[config.mk]
export PLATFORM = sky130hd
export DESIGN_NAME = ddr2_cmd_ctrl
export DESIGN_NICKNAME = d
export VERILOG_FILES = /design/src/core/ddr2_cmd_pkg.sv /design/src/core/ddr2_cmd_ctrl.sv
export VERILOG_INCLUDE_DIRS = /design/src /design/src/core
export SDC_FILE = /design/constraint.sdc
export NUM_CORES = 1
export LEC_CHECK = 0
export BUFFER_PORTS_ARGS = -buffer_cell sky130_fd_sc_hd__buf_2
export CAP_MARGIN = 20
export CORE_UTILIZATION = 47
export CTS_CLUSTER_DIAMETER = 80
export DETAILED_ROUTE_END_ITERATION = 6
export GPL_TIMING_DRIVEN = 0
export PLACE_DENSITY = 0.81
export SETUP_SLACK_MARGIN = 0.02
export SKIP_CTS_REPAIR_TIMING = 1
export SLEW_MARGIN = 40
export SYNTH_ARGS = -nofsm -noshare
export SYNTH_HDL_FRONTEND = slang
export SYNTH_SLANG_ARGS = --single-unit
export TNS_END_PERCENT = 1
[constraint.sdc]
create_clock -name i_clock -period 2.05 [get_ports i_clock]
set_input_delay 0.3075 -clock i_clock [delete_from_list [all_inputs] [get_ports i_clock]]
set_output_delay 0.3075 -clock i_clock [all_outputs]
set_load 0.005 [all_outputs]
[src/core/ddr2_cmd_defines.svh]
// timing counts and field positions for the command and clock-enable control
`ifndef DDR2_CMD_DEFINES_SVH
`define DDR2_CMD_DEFINES_SVH
`define AUTO_PRE_BIT 10
`define DLL_RST_BIT 8
`define BURST_BEATS 4
`define BEAT_CNT_W 3
`define RELOCK_CYCLES 200
`define RELOCK_CNT_W 8
`define BANK_W 3
`define ADDR_W 14
`define NUM_BANKS 8
`endif

[src/core/ddr2_cmd_pkg.sv]
// types for the command and clock-enable control
package ddr2_cmd_pkg;
  typedef enum logic [3:0] {
    CMD_NOP = 4'h0,
    CMD_MODE_SET = 4'h1,
    CMD_REFRESH = 4'h2,
    CMD_PRECHARGE = 4'h3,
    CMD_ACTIVATE = 4'h4,
    CMD_WRITE = 4'h5,
    CMD_READ = 4'h6,
    CMD_ILLEGAL = 4'h7
  } cmd_t;
  typedef enum logic [2:0] {
    ST_IDLE = 3'b000,
    ST_ACTIVE = 3'b001,
    ST_ACT_PDOWN = 3'b010,
    ST_PRE_PDOWN = 3'b011,
    ST_SELF_REFRESH = 3'b100
  } pstate_t;
endpackage : ddr2_cmd_pkg

[src/core/ddr2_cmd_ctrl.sv]
// command decoder and clock-enable power-state control
`timescale 1ns/10ps
`include "ddr2_cmd_defines.svh"
module ddr2_cmd_ctrl (
  input wire logic i_clock,
  input wire logic i_nrst,
  input wire logic i_cke,
  input wire logic i_cs_n,
  input wire logic i_ras_n,
  input wire logic i_cas_n,
  input wire logic i_we_n,
  input wire logic [`BANK_W-1:0] i_bank,
  input wire logic [`ADDR_W-1:0] i_addr,
  output ddr2_cmd_pkg::cmd_t o_cmd,
  output ddr2_cmd_pkg::pstate_t o_pstate,
  output logic [`BANK_W-1:0] o_bank,
  output logic [`ADDR_W-1:0] o_addr,
  output logic o_auto_pre,
  output logic o_pre_all,
  output logic o_mode_set,
  output logic o_dll_reset,
  output logic o_burst_busy,
  output logic o_relock_busy,
  output logic o_ready,
  output logic o_illegal,
  output logic o_data_lost
);
  import ddr2_cmd_pkg::*;

  // no synchroniser: command pins are taken as synchronous to i_clock
  logic cke_prev_q;
  cmd_t cmd_q;
  pstate_t state_q;
  logic [`NUM_BANKS-1:0] open_q;
  logic [`BEAT_CNT_W-1:0] beat_q;
  logic [`RELOCK_CNT_W-1:0] relock_q;
  logic auto_pre_q;
  logic pre_all_q;
  logic mode_set_q;
  logic dll_reset_q;
  logic illegal_q;
  logic lost_q;
  logic [`BANK_W-1:0] bank_q;
  logic [`ADDR_W-1:0] addr_q;

  function automatic cmd_t decode(input logic cs_n, input logic ras_n,
                                  input logic cas_n, input logic we_n);
    if (cs_n) begin
      decode = CMD_NOP;
    end else begin
      unique case ({ras_n, cas_n, we_n})
        3'b111: decode = CMD_NOP;
        3'b000: decode = CMD_MODE_SET;
        3'b001: decode = CMD_REFRESH;
        3'b010: decode = CMD_PRECHARGE;
        3'b011: decode = CMD_ACTIVATE;
        3'b100: decode = CMD_WRITE;
        3'b101: decode = CMD_READ;
        default: decode = CMD_ILLEGAL;
      endcase
    end
  endfunction : decode

  function automatic logic is_access(input cmd_t c);
    is_access = (c == CMD_READ) || (c == CMD_WRITE);
  endfunction : is_access

  cmd_t cmd_now;
  logic sleeping;
  logic enter_pd;
  logic enter_sr;
  logic wake;
  logic bad;
  always_comb begin
    cmd_now = decode(i_cs_n, i_ras_n, i_cas_n, i_we_n);
    sleeping = (state_q == ST_ACT_PDOWN) || (state_q == ST_PRE_PDOWN)
      || (state_q == ST_SELF_REFRESH);
    enter_pd = !sleeping && cke_prev_q && !i_cke && (cmd_now == CMD_NOP);
    enter_sr = !sleeping && cke_prev_q && !i_cke && (cmd_now == CMD_REFRESH)
      && (open_q == '0);
    wake = sleeping && !cke_prev_q && i_cke && (cmd_now == CMD_NOP);
    bad = 1'b0;
    if (!sleeping && cke_prev_q && !i_cke && !enter_pd && !enter_sr) begin
      bad = 1'b1;
    end
    if (sleeping && !cke_prev_q && i_cke && !wake) begin
      bad = 1'b1;
    end
    if (!sleeping && cke_prev_q && i_cke && cmd_now == CMD_ILLEGAL) begin
      bad = 1'b1;
    end
    if (!sleeping && !cke_prev_q && !i_cke) begin
      bad = 1'b1;
    end
  end

  logic act_ok;
  assign act_ok = !sleeping && cke_prev_q && i_cke && !bad;

  always_ff @(posedge i_clock) begin
    if (!i_nrst) begin
      cke_prev_q <= 1'b0;
    end else begin
      cke_prev_q <= i_cke;
    end
  end

  // power state; self-refresh exit needs no clocks before it, only the cke rise with a nop or deselect
  always_ff @(posedge i_clock) begin
    if (!i_nrst) begin
      state_q <= ST_IDLE;
    end else if (enter_sr) begin
      state_q <= ST_SELF_REFRESH;
    end else if (enter_pd) begin
      state_q <= (open_q != '0) ? ST_ACT_PDOWN : ST_PRE_PDOWN;
    end else if (wake) begin
      state_q <= (state_q == ST_ACT_PDOWN) ? ST_ACTIVE : ST_IDLE;
    end else if (!sleeping) begin
      state_q <= (open_q != '0) ? ST_ACTIVE : ST_IDLE;
    end
  end

  // open banks follow activate and precharge
  always_ff @(posedge i_clock) begin
    if (!i_nrst) begin
      open_q <= '0;
    end else if (act_ok && cmd_now == CMD_ACTIVATE) begin
      open_q[i_bank] <= 1'b1;
    end else if (act_ok && cmd_now == CMD_PRECHARGE) begin
      if (i_addr[`AUTO_PRE_BIT]) begin
        open_q <= '0;
      end else begin
        open_q[i_bank] <= 1'b0;
      end
    end else if (act_ok && is_access(cmd_now) && i_addr[`AUTO_PRE_BIT]) begin
      open_q[i_bank] <= 1'b0;
    end
  end

  // burst counter: a nop does not touch it, nothing cuts it short
  always_ff @(posedge i_clock) begin
    if (!i_nrst) begin
      beat_q <= '0;
    end else if (beat_q != '0) begin
      beat_q <= beat_q - 1'b1;
    end else if (act_ok && is_access(cmd_now)) begin
      beat_q <= `BEAT_CNT_W'(`BURST_BEATS);
    end
  end

  // dll reset is an extended mode set to bank one with a8 set
  logic dll_rst_now;
  assign dll_rst_now = act_ok && cmd_now == CMD_MODE_SET
    && i_bank == `BANK_W'(1) && i_addr[`DLL_RST_BIT];

  always_ff @(posedge i_clock) begin
    if (!i_nrst) begin
      relock_q <= '0;
    end else if (dll_rst_now) begin
      relock_q <= `RELOCK_CNT_W'(`RELOCK_CYCLES);
    end else if (relock_q != '0) begin
      relock_q <= relock_q - 1'b1;
    end
  end

  // registered command and its fields
  always_ff @(posedge i_clock) begin
    if (!i_nrst) begin
      cmd_q <= CMD_NOP;
      bank_q <= '0;
      addr_q <= '0;
      auto_pre_q <= 1'b0;
      pre_all_q <= 1'b0;
      mode_set_q <= 1'b0;
      dll_reset_q <= 1'b0;
    end else begin
      cmd_q <= act_ok ? cmd_now : CMD_NOP;
      bank_q <= i_bank;
      addr_q <= i_addr;
      auto_pre_q <= act_ok && is_access(cmd_now) && i_addr[`AUTO_PRE_BIT];
      pre_all_q <= act_ok && cmd_now == CMD_PRECHARGE && i_addr[`AUTO_PRE_BIT];
      mode_set_q <= act_ok && cmd_now == CMD_MODE_SET;
      dll_reset_q <= dll_rst_now;
    end
  end

  // loss is sticky until reset, since only reinitialisation recovers
  always_ff @(posedge i_clock) begin
    if (!i_nrst) begin
      illegal_q <= 1'b0;
      lost_q <= 1'b0;
    end else begin
      illegal_q <= bad;
      if (cke_prev_q && !i_cke && (beat_q != '0 || !enter_pd && !enter_sr)) begin
        lost_q <= 1'b1;
      end
    end
  end

  assign o_cmd = cmd_q;
  assign o_pstate = state_q;
  assign o_bank = bank_q;
  assign o_addr = addr_q;
  assign o_auto_pre = auto_pre_q;
  assign o_pre_all = pre_all_q;
  assign o_mode_set = mode_set_q;
  assign o_dll_reset = dll_reset_q;
  assign o_burst_busy = (beat_q != '0);
  assign o_relock_busy = (relock_q != '0);
  assign o_ready = (relock_q == '0) && !sleeping && !lost_q;
  assign o_illegal = illegal_q;
  assign o_data_lost = lost_q;
endmodule : ddr2_cmd_ctrl

Yosys cells after proc, flatten, opt, wreduce, memory -nomap -nowiden
Index checks and enable logic that the tools add are counted.
{"block": "word_totals", "input_bits": 24, "output_inout_bits": 33, "regBits": 50, "elab_cells": 121}
{"block": "op_classes", "order_cmp": 2, "n_eq_ne": 19, "mux": 23, "bitwise": 4, "addsub": 2, "reduce_logical": 55}
{"cell": "$mux 8", "count": 6}
{"cell": "$logic_and 1x1->1", "count": 30}
{"cell": "$mux 3", "count": 7}
{"cell": "$pmux 3 s7", "count": 1}
{"cell": "$eq 4x3->1 const B", "count": 4}
{"cell": "$logic_not 8->1", "count": 2}
{"cell": "$reduce_bool 8->1", "count": 2}
{"cell": "$eq 3x2->1 const B", "count": 4}
{"cell": "$eq 3x3->1 const B", "count": 4}
{"cell": "$and 8x8->8", "count": 1}
{"cell": "$eq 4x2->1 const B", "count": 2}
{"cell": "$logic_not 1->1", "count": 8}
{"cell": "$mux 1", "count": 8}
{"cell": "$not 8->8", "count": 1}
{"cell": "$or 8x8->8", "count": 1}
{"cell": "$sub 8x1->8 const B", "count": 1}
{"cell": "$eq 3x1->1 const B", "count": 2}
{"cell": "$reduce_bool 3->1", "count": 2}
{"cell": "$eq 4x1->1 const B", "count": 1}
{"cell": "$logic_not 4->1", "count": 1}
{"cell": "$logic_or 1x1->1", "count": 4}
{"cell": "$lt 3x4->1 const B", "count": 1}
{"cell": "$ne 4x1->1 const B", "count": 1}
{"cell": "$reduce_bool 2->1", "count": 2}
{"cell": "8 further kinds", "count": 9}

Depth between registers and ports, before layout
{"block": "depth", "depth_word": 21, "ltp_mapped": 8, "mapped_depth_nobuf": 7}

Worst setup path after synthesis
OpenSTA, ideal clock, no wires.
{"block": "synth_path", "path_kind": "input port to flip-flop", "from": "input port i_cas_n", "to": "register open_q[6]", "path_stages": 7, "required_time_ps": 1976, "setup_ps": 74, "t_arrival_ps": 1870, "path_slack_ps": 106, "n_path_buf": 0, "path_cell_list": "inv_1 ha_1 nor3_1 o21ai_0 or4_4 o22a_1 o22ai_2"}
{"block": "synth_between", "elab_chain_cells": 17, "word_cells_on_any_way": 41, "classes_between": "12 x eq/ne; 8 x mux; 21 x reduce/logical"}
{"item": "start, declared", "line": "ddr2_cmd_ctrl.sv:10", "text": "input wire logic i_cas_n,"}
{"item": "$eq 3x3->1 (tied with other cells)", "line": "ddr2_cmd_ctrl.sv:51", "text": "unique case ({ras_n, cas_n, we_n})"}
{"item": "$pmux 3 s7 (*)", "line": "ddr2_cmd_ctrl.sv:51"}
{"item": "$mux 3 (*)", "line": "ddr2_cmd_ctrl.sv:48", "text": "if (cs_n) begin"}
{"item": "$eq 4x2->1 / $logic_not 4->1 (equally long branches)", "line": "ddr2_cmd_ctrl.sv:79, ddr2_cmd_ctrl.sv:78, ddr2_cmd_ctrl.sv:81"}
{"item": "$logic_and 1x1->1 (on tied branches)", "line": "ddr2_cmd_ctrl.sv:79, ddr2_cmd_ctrl.sv:78"}
{"item": "$logic_and 1x1->1 / $logic_not 1->1 (equally long branches)", "line": "ddr2_cmd_ctrl.sv:80, ddr2_cmd_ctrl.sv:83"}
{"item": "$logic_not 1->1 / $logic_and 1x1->1 (equally long branches)", "line": "ddr2_cmd_ctrl.sv:83", "text": "if (!sleeping && cke_prev_q && !i_cke && !enter_pd && !enter_sr) begin"}
{"item": "$logic_and 1x1->1", "line": "ddr2_cmd_ctrl.sv:83"}
{"item": "$mux 1", "line": "ddr2_cmd_ctrl.sv:83"}
{"item": "$mux 1", "line": "ddr2_cmd_ctrl.sv:86", "text": "if (sleeping && !cke_prev_q && i_cke && !wake) begin"}
{"item": "$mux 1", "line": "ddr2_cmd_ctrl.sv:89", "text": "if (!sleeping && cke_prev_q && i_cke && cmd_now == CMD_ILLEGAL) begin"}
{"item": "$mux 1", "line": "ddr2_cmd_ctrl.sv:92", "text": "if (!sleeping && !cke_prev_q && !i_cke) begin"}
{"item": "$logic_not 1->1", "line": "ddr2_cmd_ctrl.sv:98", "text": "assign act_ok = !sleeping && cke_prev_q && i_cke && !bad;"}
{"item": "$logic_and 1x1->1", "line": "ddr2_cmd_ctrl.sv:98"}
{"item": "$logic_and 1x1->1 (on tied branches)", "line": "ddr2_cmd_ctrl.sv:129, ddr2_cmd_ctrl.sv:135"}
{"item": "$mux 8 / $logic_and 1x1->1 (equally long branches)", "line": "ddr2_cmd_ctrl.sv:129, ddr2_cmd_ctrl.sv:135"}
{"item": "$mux 8 / $reduce_bool 3->1 (equally long branches)"}
{"item": "end signal, assigned", "line": "ddr2_cmd_ctrl.sv:126", "text": "open_q <= '0;"}
{"item": "end signal, assigned by index", "line": "ddr2_cmd_ctrl.sv:128", "text": "open_q[i_bank] <= 1'b1;"}
{"item": "end signal, assigned", "line": "ddr2_cmd_ctrl.sv:131", "text": "open_q <= '0;"}
{"item": "end, declared", "line": "ddr2_cmd_ctrl.sv:34", "text": "logic [`NUM_BANKS-1:0] open_q;"}
Every way passes the cells marked *; elsewhere a longest branch is shown, timed or not.
A chain may end at the register's enable or synchronous reset.

Worst setup path after layout
Same ends and word-level chain as after synthesis.

==> impl_metrics.json <==
{
  "status": "finished clean",
  "regArea_um2": 981,
  "dp_hpwl_um": 3640,
  "cts_tree": "done",
  "clock_latency_ns": 0.31,
  "drive_above_1_share_pct": 22.2,
  "coreArea_um2": 4470,
  "ys_seq_area_share_pct": 43.9,
  "grt_pass1_vias": 1890,
  "grt_overflow": 0,
  "grt_pass1_wl_um": 8030,
  "gr-usage-met2_pct": 34.7,
  "cts-buffers-inserted": 5,
  "synth_cell_type_count": 54,
  "routed_wl_um": 5060,
  "cp_num_buf_inv": 2,
  "hold_viol_final": 0,
  "die_area_um2": 5040,
  "hp-class": "in -> reg",
  "antenna_found_initial": 0,
  "required_ns": 2.30,
  "cap_viol_max_count": 0,
  "final_cell_mix": "55 x buf_2, 49 x dfxtp_1, 25 x nor2_1, 23 x nand2_1, 17 x and2_1",
  "synth_edf_count": 0,
  "n_antenna_cell": 0,
  "critical_path.max_stage_delay_ns": 0.62,
  "place_congestion": 0.864,
  "nets": 353,
  "synthesis.area_um2": 2240,
  "use_met3_pct": 5.98,
  "cts_buffer_depth": 2,
  "period_needed_ns": 1.94,
  "synth_seq_cells": 49,
  "core.rowCount": 24,
  "design_area_um2": 2710,
  "crit_path_end_kind": "flip-flop",
  "worst_slew_pin_slew_ns": 0.566,
  "cpMaxStageDelayCell": "or4_4",
  "grt_setup_unrepaired": "false",
  "irDropWorstVdd_mv": 0.651,
  "grtUsageMet1_pct": 25.1,
  "power_switching_mw": 0.820,
  "crit_arrival_ns": 2.19,
  "timing.fmax_mhz": 515,
  "yosys_warnings": 0,
  "drtAntennaViolNets": 0,
  "path_cells": "buf_2 -> inv_1 -> ha_1 -> nor3_1 -> o21ai_0 -> or4_4 -> o22a_1 -> o22ai_2",
  "placed_cells": 366,
  "grt_usage_pct": 20.4,
  "worstPathMaxFanout": 6,
  "multi_input_comb_area_um2": 1170,
  "clkPwrFrac_pct": 26.6,
  "final.setup.tns_ns": 0,
  "synth-main-ff-cell": "dfxtp_1",
  "wl_per_cell_um": 13.5,
  "power_frac_comb_pct": 29.7,
  "drt-initial-drc-count": 116,
  "drc": 0,
  "finalSetupViolations": 0,
  "die_w_um": 71.0,
  "layout_commonest_cell": "buf_2",
  "async_flop_share_pct": 0,
  "clkSinkCount": 49,
  "max-slew-margin-rel_pct": 62.3,
  "final_max_slew_viol_count": 0,
  "pin_count": 57,
  "syn-instance-count": 259,
  "startpoint_type": "input port",
  "finalClockSkew_ns": 0.0117,
  "sw_frac_of_total_pct": 31.2,
  "p_int_mw": 1.81,
  "num_vias": 2057,
  "nFillCells": 418,
  "final_cells": 376,
  "io_buffer_count": 55,
  "pwr_density_cell_nw_per_um2": 970,
  "via_per_inst": 5.47,
  "power_frac_seq_pct": 43.7,
  "die_height_um": 71.0,
  "busiest_layer": "met2",
  "avgSynthCellArea_um2": 8.63,
  "h-tree-depth": 2,
  "first_pass_iters": 6,
  "cp_top_family": "simple AND/OR/NAND/NOR gates",
  "synth_nets": 289,
  "worst-setup-path-type": "in -> reg",
  "p_leak_nw": 1.23,
  "grt_max_degree": 17,
  "area_delta_synth_final_pct": 21.3,
  "post_dp_cell_area_um2": 2580,
  "fin_crit_sh_pct": 94.7,
  "initial_core_util_pct": 50.0,
  "root_buffer": "clkbuf_8",
  "clkTransAtPathRegs_ns": 0.10
}
==> cell usage after synthesis, types with 2 or more instances <==
| master | count | area [µm²] |
|---|---|---|
| xor2_1 | 3 | 26.3 |
| nor2b_1 | 5 | 31.3 |
| or3_1 | 2 | 12.5 |
| a21oi_1 | 10 | 50.1 |
| o21a_1 | 2 | 15.0 |
| o22ai_1 | 8 | 50.1 |
| o22a_1 | 5 | 43.8 |
| o2bb2ai_1 | 3 | 26.3 |
| inv_1 | 15 | 56.3 |
| and2_1 | 17 | 106 |
| nand2_1 | 23 | 86.3 |
| mux2i_1 | 4 | 40.0 |
| o2111a_1 | 2 | 22.5 |
| nand2b_1 | 6 | 37.5 |
| nor4_1 | 5 | 31.3 |
| dfxtp_1 | 49 | 981 |
| ha_1 | 6 | 75.1 |
| and3_1 | 3 | 18.8 |
| nor2_1 | 25 | 93.8 |
| clkbuf_1 | 5 | 18.8 |
| nand3_1 | 4 | 20.0 |
| nand4_1 | 2 | 12.5 |
| xnor2_1 | 2 | 17.5 |
| nor3_1 | 12 | 60.1 |
| o21ai_0 | 12 | 60.1 |
==> cell families (layout without fill, tap and decap cells) <==
| group | after synthesis | in the layout | synth area share [%] |
|---|---|---|---|
| and+or+nand+nor | 118 | 118 | 28.3 |
| AOI/OAI and AO/OA | 54 | 54 | 16.7 |
| DFF | 49 | 49 | 43.9 |
| buffers and inverters | 22 | 87 | 3.86 |
| adders and majority gates | 6 | 6 | 3.36 |
| xor gates and xnor gates | 5 | 5 | 1.96 |
| muxes | 4 | 4 | 1.79 |
| other | 1 | 1 | 0.168 |
==> path summary, 6_finish.rpt <==
check / end / slack, ns / startpoint / depth (start not counted)
min: o_addr[2] / 0.19 / i_addr[2] / 2
max: open_q[6] / 0.11 / i_cas_n / 8
min reg2reg: beat_q[2] / 0.47 / beat_q[2] / 2
max reg2reg: open_q[6] / 0.14 / o_pstate[1] / 5
==> sequential cells by signal, indices dropped and copies added, names as in the netlist <==
name,cells
o_pre_all,1
relock_q,8
o_mode_set,1
beat_q,3
o_cmd,3
o_illegal,1
o_pstate,3
o_auto_pre,1
o_bank,3
open_q,8
o_data_lost,1
o_addr,14
cke_prev_q,1
o_dll_reset,1
==> stage by stage <==
| stage | worst slack [ns] | utilization, % | power [mW] | hold slack (ns) |
|---|---|---|---|---|
| after floorplan | 0.106 | - | 1.69 | 0.429 |
| after global placement | -0.160 | 57.6 | 1.87 | 0.448 |
| after detailed placement | -0.189 | 57.6 | 1.89 | 0.462 |
| after CTS | 0.0926 | 60.2 | 2.60 | 0.189 |
| after global routing | 0.0639 | 60.6 | 2.78 | 0.190 |
| final | 0.109 | 60.6 | 2.63 | 0.191 |
==> power groups by stage <==
stage | logic, mW | clock network [mW] | registers, mW
after floorplan | 0.536 | 0 | 1.16
after global placement | 0.705 | 0 | 1.16
after detailed placement | 0.724 | 0 | 1.17
after CTS | 0.736 | 0.712 | 1.15
after global routing | 0.862 | 0.752 | 1.17
final | 0.780 | 0.701 | 1.15
==> cell type report <==
class	count	share of cell area, %
plain buffers	7	1.11
clock buffers	5	2.54
clock inverters	3	1.71
inverters	15	2.08
multi-input cells	188	43.3
flip-flops and latches	49	36.2
well taps	52	2.40
repair buffers	57	10.7
==> metal layers <==
layer  share of wire, %  wire (µm)
met5                  0          0
met4               0.79         40
met3                6.9        347
met2                 47       2400
met1                 45       2280
No activity file was read; power rests on OpenSTA's default activity.
